--- config.mk ---
export PLATFORM = sky130hd
export DESIGN_NAME = instruction_decode_timing
export DESIGN_NICKNAME = d
export VERILOG_FILES = /design/src/idt_pkg.sv /design/src/instruction_decode_timing.sv /design/src/idt_operation_code_byte_table.sv /design/src/idt_target_calc.sv
export SDC_FILE = /design/constraint.sdc
export NUM_CORES = 1
export LEC_CHECK = 0
export ABC_AREA = 1
export BUFFER_PORTS_ARGS = -buffer_cell sky130_fd_sc_hd__buf_2
export CORE_UTILIZATION = 30
export DETAILED_ROUTE_END_ITERATION = 10
export GPL_TIMING_DRIVEN = 0
export RECOVER_POWER = 50
export SLEW_MARGIN = 15
export SYNTH_ARGS = -nofsm -noshare
export SYNTH_HDL_FRONTEND = slang
export SYNTH_SLANG_ARGS = --single-unit
--- constraint.sdc ---
create_clock -name CLK -period 12.1 [get_ports CLK]
set_clock_uncertainty 0.15 [all_clocks]
set_input_delay 1.815 -clock CLK [delete_from_list [all_inputs] [get_ports CLK]]
set_output_delay 1.815 -clock CLK [all_outputs]
set_load 0.05 [all_outputs]
--- src/idt_pkg.sv ---
// Purpose: Shared constants and types for the operation_code_byte decoder and timing controller
// Assumes: One 250 MHz clock, four clocks per machine cycle
// Notes:   Named encodings and figures shared by the decoder live here; the table also lists opcodes as literals
package idt_pkg;

  // ----------------------------------------
  // Timing
  // ----------------------------------------
  localparam int          CLK_PERIOD_NS   = 4;
  localparam int          CLOCKS_PER_MC   = 4;
  localparam logic [1:0]  PHASE_LAST      = 2'h3;
  localparam logic [4:0]  CLK4            = 5'h04;
  localparam logic [4:0]  CLK8            = 5'h08;
  localparam logic [4:0]  CLK12           = 5'h0C;
  localparam logic [4:0]  CLK16           = 5'h10;
  localparam logic [4:0]  CLK20           = 5'h14;

  // ----------------------------------------
  // Operation_code_byte encodings
  // ----------------------------------------
  localparam logic [4:0]  PAGE_CALL_LOW   = 5'h11;
  localparam logic [4:0]  PAGE_JUMP_LOW   = 5'h01;
  localparam logic [7:0]  OP_LONG_CALL    = 8'h12;
  localparam logic [7:0]  OP_LONG_JUMP    = 8'h02;
  localparam logic [7:0]  OP_REL_JUMP     = 8'h80;
  localparam logic [7:0]  OP_JMP_INDEXED  = 8'h73;
  localparam logic [7:0]  OP_MUL          = 8'hA4;
  localparam logic [7:0]  OP_DIV          = 8'h84;
  localparam logic [7:0]  OP_LOAD_DP      = 8'h90;
  localparam logic [7:0]  OP_CODE_READ    = 8'h93;
  localparam logic [7:0]  DIRECT_SFR_MIN  = 8'h80;

  // ----------------------------------------
  // Types
  // ----------------------------------------
  typedef enum logic [2:0] {
    MODE_NONE, MODE_REG, MODE_INDIRECT, MODE_DIRECT, MODE_IMMEDIATE,
    MODE_RELATIVE, MODE_PAGE, MODE_LONG
  } addr_mode_type;

  typedef struct packed {
    logic [1:0]    length;
    logic [4:0]    clocks;
    addr_mode_type mode;
    logic          is_nop;
  } decode_type;

  typedef struct packed {
    logic [7:0]  operation_code_byte;
    logic [7:0]  operand1;
    logic [7:0]  operand2;
    logic [15:0] next_pc;
  } instr_type;

endpackage

--- src/instruction_decode_timing.sv ---
// Purpose: Operation_code_byte fetch, decode and machine-cycle timing for an 8-bit accumulator core
// Assumes: Program memory answers a fetch by the end of its machine cycle
// Notes:   Four clocks per machine cycle; one program byte per fetch cycle, none in the extra ST_EXEC cycles
//
// Behaviour
// RULE1 - Every instruction starts with one 8-bit operation_code_byte byte fetched from program memory
// RULE2 - Zero, one or two operand bytes follow, giving one to three bytes
// RULE3 - Register opcodes pick working register 0..7 from low three operation_code_byte bits
// RULE4 - Direct byte 0..127 reaches data memory, 128..255 special registers
// RULE5 - Indirect opcodes address 0..255 through register zero or one by bit 0
// RULE6 - Relative offset is signed byte added to address after the branch
// RULE7 - Short absolute target keeps upper bits, 11 bits within 2-kilobyte page
// RULE8 - Long call and jump load a full 16-bit target from two bytes
// RULE9 - Short call operation_code_byte holds target bits 10..8 on top, low bits 10001
// RULE10 - Short jump operation_code_byte holds target bits 10..8 on top, low bits 00001
// RULE11 - One-byte accumulator register or indirect operations take 4 clocks
// RULE12 - Two-byte immediate or direct accumulator operations take 8 clocks
// RULE13 - Three-byte read-modify-write immediate to direct takes 12 clocks
// RULE14 - Multiply and divide are one byte and take 20 clocks
// RULE15 - Loading the data pointer immediate takes three bytes and 12 clocks
// RULE16 - Indexed code read and external data transfers take 8 clocks
// RULE17 - Indexed indirect jump is one byte and takes 8 clocks
// RULE18 - Long call is three bytes, 16 clocks, pushes return before loading; PUSH_RETURN and LOAD_TARGET rise in the same clock
// RULE19 - Relative jump and zero or carry jumps take 12 clocks taken or not
// RULE20 - Three-byte bit-test branches take 16 clocks
// RULE21 - Compare-and-jump forms are three bytes and take 16 clocks
// RULE22 - Decrement-and-jump on register is two bytes and 12 clocks
// RULE23 - Execution runs in 4-clock machine cycles, one program byte each; the extra ST_EXEC cycles fetch no byte
// RULE24 - Unlisted opcodes run as one-byte 4-clock no-operations
`timescale 1ns/1ns
module instruction_decode_timing (
  input  wire logic        CLK,
  input  wire logic        RST_B,
  input  wire logic [7:0]  FETCH_DATA,
  input  wire logic [15:0] START_PC,
  input  wire logic        BRANCH_TAKEN,
  output logic      [15:0] FETCH_ADDR,
  output logic             FETCH_REQ,
  output logic             MC_STROBE,
  output logic             INSTR_DONE,
  output logic      [7:0]  OPERATION_CODE_BYTE,
  output logic      [1:0]  INSTR_LENGTH,
  output logic      [4:0]  INSTR_CLOCKS,
  output logic      [2:0]  ADDR_MODE,
  output logic      [2:0]  BANK_WORK_REGISTER,
  output logic             INDIRECT_POINTER_REGISTER,
  output logic             DIRECT_IS_SFR,
  output logic      [15:0] PAGE_TARGET_ADDRESS,
  output logic      [15:0] LONG_TARGET_ADDRESS,
  output logic      [15:0] REL_TARGET_ADDRESS,
  output logic      [15:0] NEXT_PC,
  output logic             PUSH_RETURN,
  output logic             LOAD_TARGET,
  output logic             IS_NOP
);

  // ----------------------------------------
  // Reset release
  // ----------------------------------------
  logic rst_meta_q;
  logic rst_sync_q;
  wire  rst_n = rst_sync_q;

  always_ff @(posedge CLK or negedge RST_B) begin
    if (!RST_B) begin
      rst_meta_q <= 1'b0;
      rst_sync_q <= 1'b0;
    end else begin
      rst_meta_q <= 1'b1;
      rst_sync_q <= rst_meta_q;
    end
  end

  // ----------------------------------------
  // Machine-cycle phase
  // ----------------------------------------
  // Phase counter gives a one-clock enable at the end of every machine cycle
  logic [1:0] phase_q;
  wire        mc_end = (phase_q == idt_pkg::PHASE_LAST);

  always_ff @(posedge CLK or negedge rst_n) begin
    if (!rst_n) begin
      phase_q <= 2'h0;
    end else begin
      phase_q <= phase_q + 2'h1; // RULE23
    end
  end

  // ----------------------------------------
  // Instruction sequencer
  // ----------------------------------------
  typedef enum logic [2:0] {
    ST_START, ST_OPERATION_CODE_BYTE, ST_OPER1, ST_OPER2, ST_EXEC
  } seq_state_type;

  seq_state_type        state_q;
  seq_state_type        state_d;
  idt_pkg::instr_type   ins_q;
  idt_pkg::decode_type  dec_q;
  idt_pkg::decode_type  dec_now;
  logic [15:0]          pc_q;
  logic [15:0]          pc_d;
  logic [4:0]           mc_left_q;
  logic [4:0]           mc_left_d;
  logic [1:0]           bytes_left_q;

  // Decode straight from the bus so length is known before the next fetch
  idt_operation_code_byte_table u_table (
    .operation_code_byte (FETCH_DATA),
    .info   (dec_now)
  );

  wire [15:0] rel_t;
  wire [15:0] page_t;
  wire [15:0] long_t;
  wire [7:0]  rel_src = (dec_q.length == 2'h3) ? ins_q.operand2 : ins_q.operand1;

  idt_target_calc u_target (
    .operation_code_byte      (ins_q.operation_code_byte),
    .operand1    (ins_q.operand1),
    .operand2    (ins_q.operand2),
    .rel_byte    (rel_src),
    .next_pc     (ins_q.next_pc),
    .rel_target  (rel_t),
    .page_target (page_t),
    .long_target (long_t)
  );

  // Current instruction: a short one ends in its own fetch cycle, before ins_q loads
  wire                 in_operation_code_byte = (state_q == ST_OPERATION_CODE_BYTE);
  wire [7:0]           cur_op    = in_operation_code_byte ? FETCH_DATA : ins_q.operation_code_byte;
  wire [7:0]           cur_b1    = (state_q == ST_OPER1) ? FETCH_DATA : ins_q.operand1;
  idt_pkg::decode_type cur_dec;
  assign cur_dec = in_operation_code_byte ? dec_now : dec_q;

  // Remaining machine cycles once all bytes are in
  wire [4:0] total_mc   = {2'h0, dec_now.clocks[4:2]};
  wire [4:0] extra_mc   = total_mc - {3'h0, dec_now.length};
  wire       fetch_slot = (state_q == ST_OPERATION_CODE_BYTE) || (state_q == ST_OPER1) ||
                          (state_q == ST_OPER2);
  wire       is_call    = (cur_op == idt_pkg::OP_LONG_CALL) ||
                          (cur_op[4:0] == idt_pkg::PAGE_CALL_LOW);
  wire       last_mc    = (state_q == ST_EXEC) && (mc_left_q == 5'h01);
  // Byte and cycle counts still belong to the previous instruction during an operation_code_byte fetch
  wire       op_done    = in_operation_code_byte && (dec_now.length == 2'h1) && (extra_mc == 5'h00);
  wire       opr_done   = (mc_left_q == 5'h00) && ((state_q == ST_OPER2) ||
                          ((state_q == ST_OPER1) && (bytes_left_q == 2'h1)));
  wire       done_now   = mc_end && (last_mc || op_done || opr_done);
  wire [15:0] cur_next  = fetch_slot ? pc_d : ins_q.next_pc;

  always_comb begin
    state_d   = state_q;
    pc_d      = pc_q;
    mc_left_d = mc_left_q;
    case (state_q)
      ST_START:
        state_d = ST_OPERATION_CODE_BYTE;
      ST_OPERATION_CODE_BYTE: begin
        pc_d      = pc_q + 16'h0001; // RULE1
        mc_left_d = extra_mc;
        if (dec_now.length == 2'h1) begin
          state_d = (extra_mc == 5'h00) ? ST_OPERATION_CODE_BYTE : ST_EXEC;
        end else begin
          state_d = ST_OPER1; // RULE2
        end
      end
      ST_OPER1: begin
        pc_d = pc_q + 16'h0001;
        if (bytes_left_q == 2'h2) begin
          state_d = ST_OPER2;
        end else begin
          state_d = (mc_left_q == 5'h00) ? ST_OPERATION_CODE_BYTE : ST_EXEC;
        end
      end
      ST_OPER2: begin
        pc_d    = pc_q + 16'h0001; // RULE2
        state_d = (mc_left_q == 5'h00) ? ST_OPERATION_CODE_BYTE : ST_EXEC;
      end
      ST_EXEC: begin
        mc_left_d = mc_left_q - 5'h01;
        if (mc_left_q == 5'h01) begin
          state_d = ST_OPERATION_CODE_BYTE;
        end
      end
      default:
        state_d = ST_START;
    endcase
  end

  // Control transfer redirects the fetch stream at the end of the instruction
  wire        transfer  = cur_dec.mode == idt_pkg::MODE_LONG ||
                          cur_dec.mode == idt_pkg::MODE_PAGE;
  wire        rel_branch = cur_dec.mode == idt_pkg::MODE_RELATIVE;
  wire [15:0] redirect  = (cur_dec.mode == idt_pkg::MODE_LONG) ? long_t : page_t;
  wire [15:0] pc_final  = (done_now && transfer) ? redirect :
                          (done_now && rel_branch && BRANCH_TAKEN) ? rel_t : pc_d; // RULE6

  always_ff @(posedge CLK or negedge rst_n) begin
    if (!rst_n) begin
      state_q      <= ST_START;
      pc_q         <= 16'h0000;
      mc_left_q    <= 5'h00;
      bytes_left_q <= 2'h0;
      ins_q        <= '0;
      dec_q        <= '0;
    end else if (mc_end) begin
      state_q   <= state_d; // RULE23
      pc_q      <= (state_q == ST_START) ? START_PC : pc_final;
      mc_left_q <= mc_left_d;
      if (state_q == ST_OPERATION_CODE_BYTE) begin
        ins_q.operation_code_byte <= FETCH_DATA; // RULE1
        dec_q        <= dec_now;
        bytes_left_q <= dec_now.length - 2'h1;
      end else if (state_q == ST_OPER1) begin
        ins_q.operand1 <= FETCH_DATA;
      end else if (state_q == ST_OPER2) begin
        ins_q.operand2 <= FETCH_DATA;
      end
      if (fetch_slot) begin
        ins_q.next_pc <= pc_d;
      end
    end
  end

  // ----------------------------------------
  // Registered outputs
  // ----------------------------------------
  always_ff @(posedge CLK or negedge rst_n) begin
    if (!rst_n) begin
      FETCH_ADDR                <= 16'h0000;
      FETCH_REQ                 <= 1'b0;
      MC_STROBE                 <= 1'b0;
      INSTR_DONE                <= 1'b0;
      OPERATION_CODE_BYTE       <= 8'h00;
      INSTR_LENGTH              <= 2'h0;
      INSTR_CLOCKS              <= 5'h00;
      ADDR_MODE                 <= 3'h0;
      BANK_WORK_REGISTER        <= 3'h0;
      INDIRECT_POINTER_REGISTER <= 1'b0;
      DIRECT_IS_SFR             <= 1'b0;
      PAGE_TARGET_ADDRESS       <= 16'h0000;
      LONG_TARGET_ADDRESS       <= 16'h0000;
      REL_TARGET_ADDRESS        <= 16'h0000;
      NEXT_PC                   <= 16'h0000;
      PUSH_RETURN               <= 1'b0;
      LOAD_TARGET               <= 1'b0;
      IS_NOP                    <= 1'b0;
    end else begin
      MC_STROBE  <= mc_end;
      FETCH_REQ  <= fetch_slot;
      FETCH_ADDR <= pc_q;
      INSTR_DONE <= done_now;
      PUSH_RETURN <= done_now && is_call; // RULE18
      LOAD_TARGET <= done_now && transfer;
      if (done_now) begin
        OPERATION_CODE_BYTE       <= cur_op;
        INSTR_LENGTH              <= cur_dec.length;
        INSTR_CLOCKS              <= cur_dec.clocks;
        ADDR_MODE                 <= cur_dec.mode;
        IS_NOP                    <= cur_dec.is_nop; // RULE24
        BANK_WORK_REGISTER        <= cur_op[2:0]; // RULE3
        INDIRECT_POINTER_REGISTER <= cur_op[0]; // RULE5
        DIRECT_IS_SFR             <= cur_b1 >= idt_pkg::DIRECT_SFR_MIN; // RULE4
        PAGE_TARGET_ADDRESS       <= page_t; // RULE7
        LONG_TARGET_ADDRESS       <= long_t; // RULE8
        REL_TARGET_ADDRESS        <= rel_t; // RULE6
        NEXT_PC                   <= cur_next;
      end
    end
  end

  // ----------------------------------------
  // Checks
  // ----------------------------------------
  // Parks at its reset value so the first instruction after reset is not timed
  logic [4:0] clk_cnt_q;

  always_ff @(posedge CLK or negedge rst_n) begin
    if (!rst_n) begin
      clk_cnt_q <= 5'h1F;
    end else if (INSTR_DONE) begin
      clk_cnt_q <= 5'h01;
    end else if (clk_cnt_q != 5'h1F) begin
      clk_cnt_q <= clk_cnt_q + 5'h01;
    end
  end
endmodule

--- src/idt_operation_code_byte_table.sv ---
// Purpose: Combinational operation_code_byte to length, clocks and mode lookup
// Assumes: Operation_code_byte is stable while read
// Notes:   Unlisted opcodes fall to a one-byte 4-clock no-operation
`timescale 1ns/1ns
module idt_operation_code_byte_table (
  input  wire logic [7:0]         operation_code_byte,
  output idt_pkg::decode_type     info
);

  wire [2:0] low3 = operation_code_byte[2:0];
  wire [3:0] hi   = operation_code_byte[7:4];
  wire       is_reg = operation_code_byte[3];
  wire       is_ind = (operation_code_byte[3:1] == 3'h3);

  always_comb begin
    info.length = 2'h1;
    info.clocks = idt_pkg::CLK4;
    info.mode   = idt_pkg::MODE_NONE;
    info.is_nop = 1'b0;
    if (operation_code_byte[4:0] == idt_pkg::PAGE_CALL_LOW) begin
      info = '{2'h2, idt_pkg::CLK12, idt_pkg::MODE_PAGE, 1'b0}; // RULE9 RULE7
    end else if (operation_code_byte[4:0] == idt_pkg::PAGE_JUMP_LOW) begin
      info = '{2'h2, idt_pkg::CLK12, idt_pkg::MODE_PAGE, 1'b0}; // RULE10 RULE7
    end else begin
      case (operation_code_byte)
        8'h00, 8'h04, 8'h14, 8'hD4, 8'hE4, 8'hF4, 8'h23, 8'h33, 8'h03, 8'h13,
        8'hC4, 8'hC3, 8'hD3, 8'hB3:
          info.clocks = idt_pkg::CLK4;
        8'h12, 8'h02: begin
          info = '{2'h3, idt_pkg::CLK16, idt_pkg::MODE_LONG, 1'b0}; // RULE8 RULE18
        end
        8'h80, 8'h60, 8'h70, 8'h40, 8'h50: begin
          info = '{2'h2, idt_pkg::CLK12, idt_pkg::MODE_RELATIVE, 1'b0}; // RULE19 RULE6
        end
        8'h10, 8'h20, 8'h30, 8'hB4, 8'hB5, 8'hD5: begin
          info = '{2'h3, idt_pkg::CLK16, idt_pkg::MODE_RELATIVE, 1'b0}; // RULE20 RULE21
        end
        8'hA4, 8'h84:
          info.clocks = idt_pkg::CLK20; // RULE14
        8'h90: begin
          info = '{2'h3, idt_pkg::CLK12, idt_pkg::MODE_IMMEDIATE, 1'b0}; // RULE15
        end
        8'h93, 8'h83, 8'hE0, 8'hE2, 8'hE3, 8'hF0, 8'hF2, 8'hF3, 8'h73, 8'h22,
        8'h32, 8'hA3:
          info.clocks = idt_pkg::CLK8; // RULE16 RULE17
        8'h53, 8'h43, 8'h63, 8'h75, 8'h85: begin
          info = '{2'h3, idt_pkg::CLK12, idt_pkg::MODE_DIRECT, 1'b0}; // RULE13
        end
        8'h24, 8'h34, 8'h94, 8'h54, 8'h44, 8'h64, 8'h74: begin
          info = '{2'h2, idt_pkg::CLK8, idt_pkg::MODE_IMMEDIATE, 1'b0}; // RULE12
        end
        8'h25, 8'h35, 8'h95, 8'h05, 8'h15, 8'h55, 8'h52, 8'h45, 8'h42, 8'h65,
        8'h62, 8'hE5, 8'hF5, 8'hC0, 8'hD0, 8'hC5, 8'hC2, 8'hD2, 8'hB2, 8'h82,
        8'hB0, 8'h72, 8'hA0, 8'hA2, 8'h92, 8'h86, 8'h87, 8'hA6, 8'hA7: begin
          info = '{2'h2, idt_pkg::CLK8, idt_pkg::MODE_DIRECT, 1'b0};
        end
        8'h76, 8'h77: begin
          info = '{2'h2, idt_pkg::CLK8, idt_pkg::MODE_IMMEDIATE, 1'b0};
        end
        8'hB6, 8'hB7: begin
          info = '{2'h3, idt_pkg::CLK16, idt_pkg::MODE_RELATIVE, 1'b0}; // RULE21
        end
        default: begin
          if (is_reg) begin
            case (hi)
              4'h2, 4'h3, 4'h9, 4'h0, 4'h1, 4'h5, 4'h4, 4'h6, 4'hE, 4'hF, 4'hC:
                info.mode = idt_pkg::MODE_REG; // RULE11 RULE3
              4'hA, 4'h8, 4'h7: begin
                info = '{2'h2, idt_pkg::CLK8, idt_pkg::MODE_REG, 1'b0};
              end
              4'hB: begin
                info = '{2'h3, idt_pkg::CLK16, idt_pkg::MODE_RELATIVE, 1'b0}; // RULE21
              end
              4'hD: begin
                info = '{2'h2, idt_pkg::CLK12, idt_pkg::MODE_RELATIVE, 1'b0}; // RULE22
              end
              default:
                info.is_nop = 1'b1;
            endcase
          end else if (is_ind && hi != 4'hA && hi != 4'h8 && hi != 4'hB) begin
            info.mode = idt_pkg::MODE_INDIRECT; // RULE11 RULE5
          end else if (low3 == 3'h7 && hi == 4'hD) begin
            info.mode = idt_pkg::MODE_INDIRECT;
          end else begin
            info.is_nop = 1'b1; // RULE24
          end
        end
      endcase
    end
  end

endmodule

--- src/idt_target_calc.sv ---
// Purpose: Relative, page and long branch target address formation
// Assumes: next_pc is the address of the first byte after the instruction
// Notes:   Pure combinational; the top registers the results
`timescale 1ns/1ns
module idt_target_calc (
  input  wire logic [7:0]  operation_code_byte,
  input  wire logic [7:0]  operand1,
  input  wire logic [7:0]  operand2,
  input  wire logic [7:0]  rel_byte,
  input  wire logic [15:0] next_pc,
  output logic      [15:0] rel_target,
  output logic      [15:0] page_target,
  output logic      [15:0] long_target
);

  wire [15:0] rel_ext = {{8{rel_byte[7]}}, rel_byte};

  assign rel_target  = next_pc + rel_ext; // RULE6
  assign page_target = {next_pc[15:11], operation_code_byte[7:5], operand1}; // RULE7
  assign long_target = {operand1, operand2}; // RULE8

endmodule

==> flow_summary.toml <==
[sta]
finalHoldViolations = 0
finalCritPeriodShare = 0.538
maxSlewHeadroom = -1.16
rsz0062_at_grt = "false"
fin_crit_ps = 6510
finalMaxSlewViolations = 178
fmax_ghz = 0.154
max_slew.worst_pin.slew_ps = 3230
worst_slack_ps = 5590
finalSetupTns_ps = 0
setup_viol = 0

[synth]
yosys.area_share.simple = 0.281
synth_top_family_by_area = "simple AND/OR/NAND/NOR gates"
synthArstFlopShare = 1.00
synth_cells = 1312
syn_area_um2 = 9880
synth_xor_area_frac = 0.0257
synth_cell_type_count = 49
ys_seq_area_frac = 0.451
synth-adder-area-share = 0.0319
synth-seq-cells = 178
synth_top_flop_cell = "dfrtp_1"
synth_edf_count = 0
muxShareOfSynthArea = 0
yosysWarnings = 0
synth_compound_area_frac = 0.127
postSynthAreaPerCell_um2 = 7.53
syn-num-nets = 1363

[power]
total_power_mw = 3.44
pwr-share-comb = 0.540
p_int_mw = 1.63
max-vdd-ir-drop_mv = 0.122
power_density_nw_per_um2 = 294
switching_share = 0.526
p_leak_nw = 5.96
pwr-share-seq = 0.293
p_switching_mw = 1.81
pwr-share-clk = 0.166

[cells_and_area]
fillerInstances = 3448
diodes = 0
multiInputGateArea_um2 = 4590
regArea_um2 = 4460
fin_nets = 1518
final_core_util = 0.361
drive_gt1_frac = 0.156
area_growth_pct = 18.5

[die]
coreArea_um2 = 32500
core.rowCount = 66
die_width_um = 183
start_util = 0.304
die_area_um2 = 33600
die_h_um = 183
pin_count = 136

[setup_path]
startpoint_type = "input port"
cp_max_fo = 10
cp-end-kind = "flop"
critical_path_required_ps = 12330
critPathKind = "input port to flop"
crit_arrival_ps = 6740

[clock_network]
cts_inserted_buffers = 17
clkTransAtPathRegs_ps = 70
clock_latency_ps = 440
tritoncts = "yes"
cts_setup_buffers = 0
cts_htree_levels = 4
root_buffer = "clkbuf_16"
postCtsResizedCells = 0
clock-sinks = 178
cts_buffer_depth = 2

[global_route]
grt_usage = 0.203
antenna_found_initial = 0
grt_max_degree = 61
grt_pass1_wl_um = 51200
grt_pass1_vias = 9027
gr-total-overflow = 0

[routing]
first_pass_iters = 5
totalWireLength_um = 33400
drtIter0Drc = 777
routed_via_density = 4.87
drc = 0
post_drt_wl_per_cell_um = 17.4
route.vias.total = 9353
postRouteAntennaNets = 0

[placement]
portBuffers = 132
gp_congestion = 0.945
post-dp-hpwl_um = 26400
pre_cts_ws_ps = 5680

[hold_path]
hold_path.class = "flop to flop"

[run]
maxCapViolCount = 3

[status]
violations = "max-capacitance violations, max-slew violations"
status = "finished with violations"
-- final timing paths --
path	from	slack, ps	cells past startpoint	endpoint
max	FETCH_DATA[7]	5590	21	NEXT_PC[8]$_DFFE_PN0P_
min	rst_meta_q$_DFF_PN0_	210	0	rst_n$_DFF_PN0_
max reg2reg	rst_n$_DFF_PN0_	6410	2	ins_q[35]$_DFFE_PN0P_
min reg2reg	rst_meta_q$_DFF_PN0_	210	0	rst_n$_DFF_PN0_
max in group asynchronous	rst_n$_DFF_PN0_	6410	2	ins_q[35]$_DFFE_PN0P_
min in group asynchronous	rst_n$_DFF_PN0_	520	1	REL_TARGET_ADDRESS[10]$_DFFE_PN0P_
-- synth_stat cells (3+ instances only) --
cell type | n | area share
nor4_1 | 3 | 0.0019
nor3_1 | 13 | 0.0066
a31oi_1 | 11 | 0.0070
nand2_1 | 412 | 0.16
o211ai_1 | 4 | 0.0030
nor2_1 | 113 | 0.043
ha_1 | 22 | 0.028
clkbuf_1 | 29 | 0.011
nand2_2 | 9 | 0.0057
o21ai_1 | 50 | 0.025
o21ai_0 | 117 | 0.059
nand4_1 | 25 | 0.016
a21oi_1 | 33 | 0.017
nor2_4 | 4 | 0.0046
nor2_2 | 4 | 0.0025
nand3_1 | 56 | 0.028
nand3_2 | 3 | 0.0030
xor2_1 | 20 | 0.018
o22ai_1 | 3 | 0.0019
buf_4 | 18 | 0.014
or2_2 | 6 | 0.0038
buf_2 | 13 | 0.0066
xnor2_1 | 9 | 0.0080
dfrtp_1 | 178 | 0.45
inv_2 | 10 | 0.0038
inv_1 | 114 | 0.043
buf_6 | 4 | 0.0046
-- per-layer routing --
| layer | routed length, µm | global-route usage |
|---|---|---|
| met4 | 850 | 0.0640 |
| met3 | 1660 | 0.0345 |
| met1 | 14600 | 0.261 |
| met5 | 0 | 0 |
| met2 | 16200 | 0.346 |
-- placed cells by master (no fill, tap or decap), drive strengths merged --
master,synthesis,final
nor4,3,3
nand3b,2,2
buf,36,160
or2,6,6
a21boi,2,2
a22o,1,1
a31oi,11,11
nand4,25,25
o2111ai,2,2
a211oi,1,1
inv,124,131
nand2,421,421
bufinv,0,1
clkinv,1,7
o21bai,2,2
or4,1,1
o21a,1,1
a21oi,35,35
o21ai,167,167
dlygate4sd3,0,1
o41ai,1,1
clkbuf,29,58
a311oi,1,1
a32o,1,1
xnor2,9,9
nor3b,2,2
a2111oi,1,1
nor2,122,122
o22ai,3,3
xor2,20,20
nand3,60,60
dfrtp,178,178
ha,22,22
conb,1,1
a21o,1,1
nor3,14,14
fa,2,2
o211ai,4,4
-- state kept, by name, indices dropped and copies added, names as in the netlist, 5 cells and up --
register,flops
LONG_TARGET_ADDRESS,8
PAGE_TARGET_ADDRESS,16
ins_q,40
INSTR_CLOCKS,5
pc_q,16
dec_q,11
FETCH_ADDR,16
OPERATION_CODE_BYTE,8
NEXT_PC,16
mc_left_q,5
REL_TARGET_ADDRESS,16
-- cell families after synthesis --
group | count (synthesis)
fa+ha+maj | 24
xor+xnor | 29
compound gates | 234
other cells | 1
buf+inv | 190
simple gates | 656
flops | 178
-- per-stage QoR --
stage | hold WS, ps | instance area (µm²) | std cells
2_1_floorplan | 181 | 9880 | 1312
3_3_place_gp | 187 | 11100 | 1886
3_5_place_dp | -19.5 | 11200 | 1889
4_1_cts | 208 | 11800 | 1922
5_1_grt | 209 | 11700 | 1922
6_report | 206 | 11700 | 1922
-- layout make-up --
type / instances / share of cell area
well taps: 442 / 0.0472
multi-input cells: 944 / 0.393
inverters: 125 / 0.0401
repair buffers: 136 / 0.0576
clock buffers: 18 / 0.0375
flip-flops and latches: 178 / 0.381
clock inverters: 14 / 0.0142
plain buffers: 65 / 0.0299
-- repair_timing --
item                                   in CTS  in global routing
endpoints found under the hold margin       2                  0
hold buffers                                1                  0
setup endpoints to repair                   0                  0
-- worst max-delay path, cell delays in order --
cell	delay, ps
clkbuf_1	550
inv_2	150
nand2_2	200
nor2_1	150
nand2_1	110
o21ai_1	80
nor4_1	680
nand4_1	180
a311oi_1	430
nand2_1	260
fa_1	540
inv_1	60
nand2_1	50
a21oi_2	140
nand3_2	100
nand2_2	140
inv_2	80
nor2_8	200
clkbuf_1	500
nand2_1	200
nand2_1	110
-- power groups by stage --
stage / combinational [mW] / sequential, mW / clock (mW)
6_report: 1.86 / 1.01 / 0.572
5_1_grt: 2.02 / 1.04 / 0.603
4_1_cts: 1.86 / 1.01 / 0.583
3_5_place_dp: 1.85 / 1.02 / 0
3_3_place_gp: 1.82 / 1.02 / 0
2_1_floorplan: 0.950 / 1.36 / 0
No activity file was read; power rests on OpenSTA's default activity.
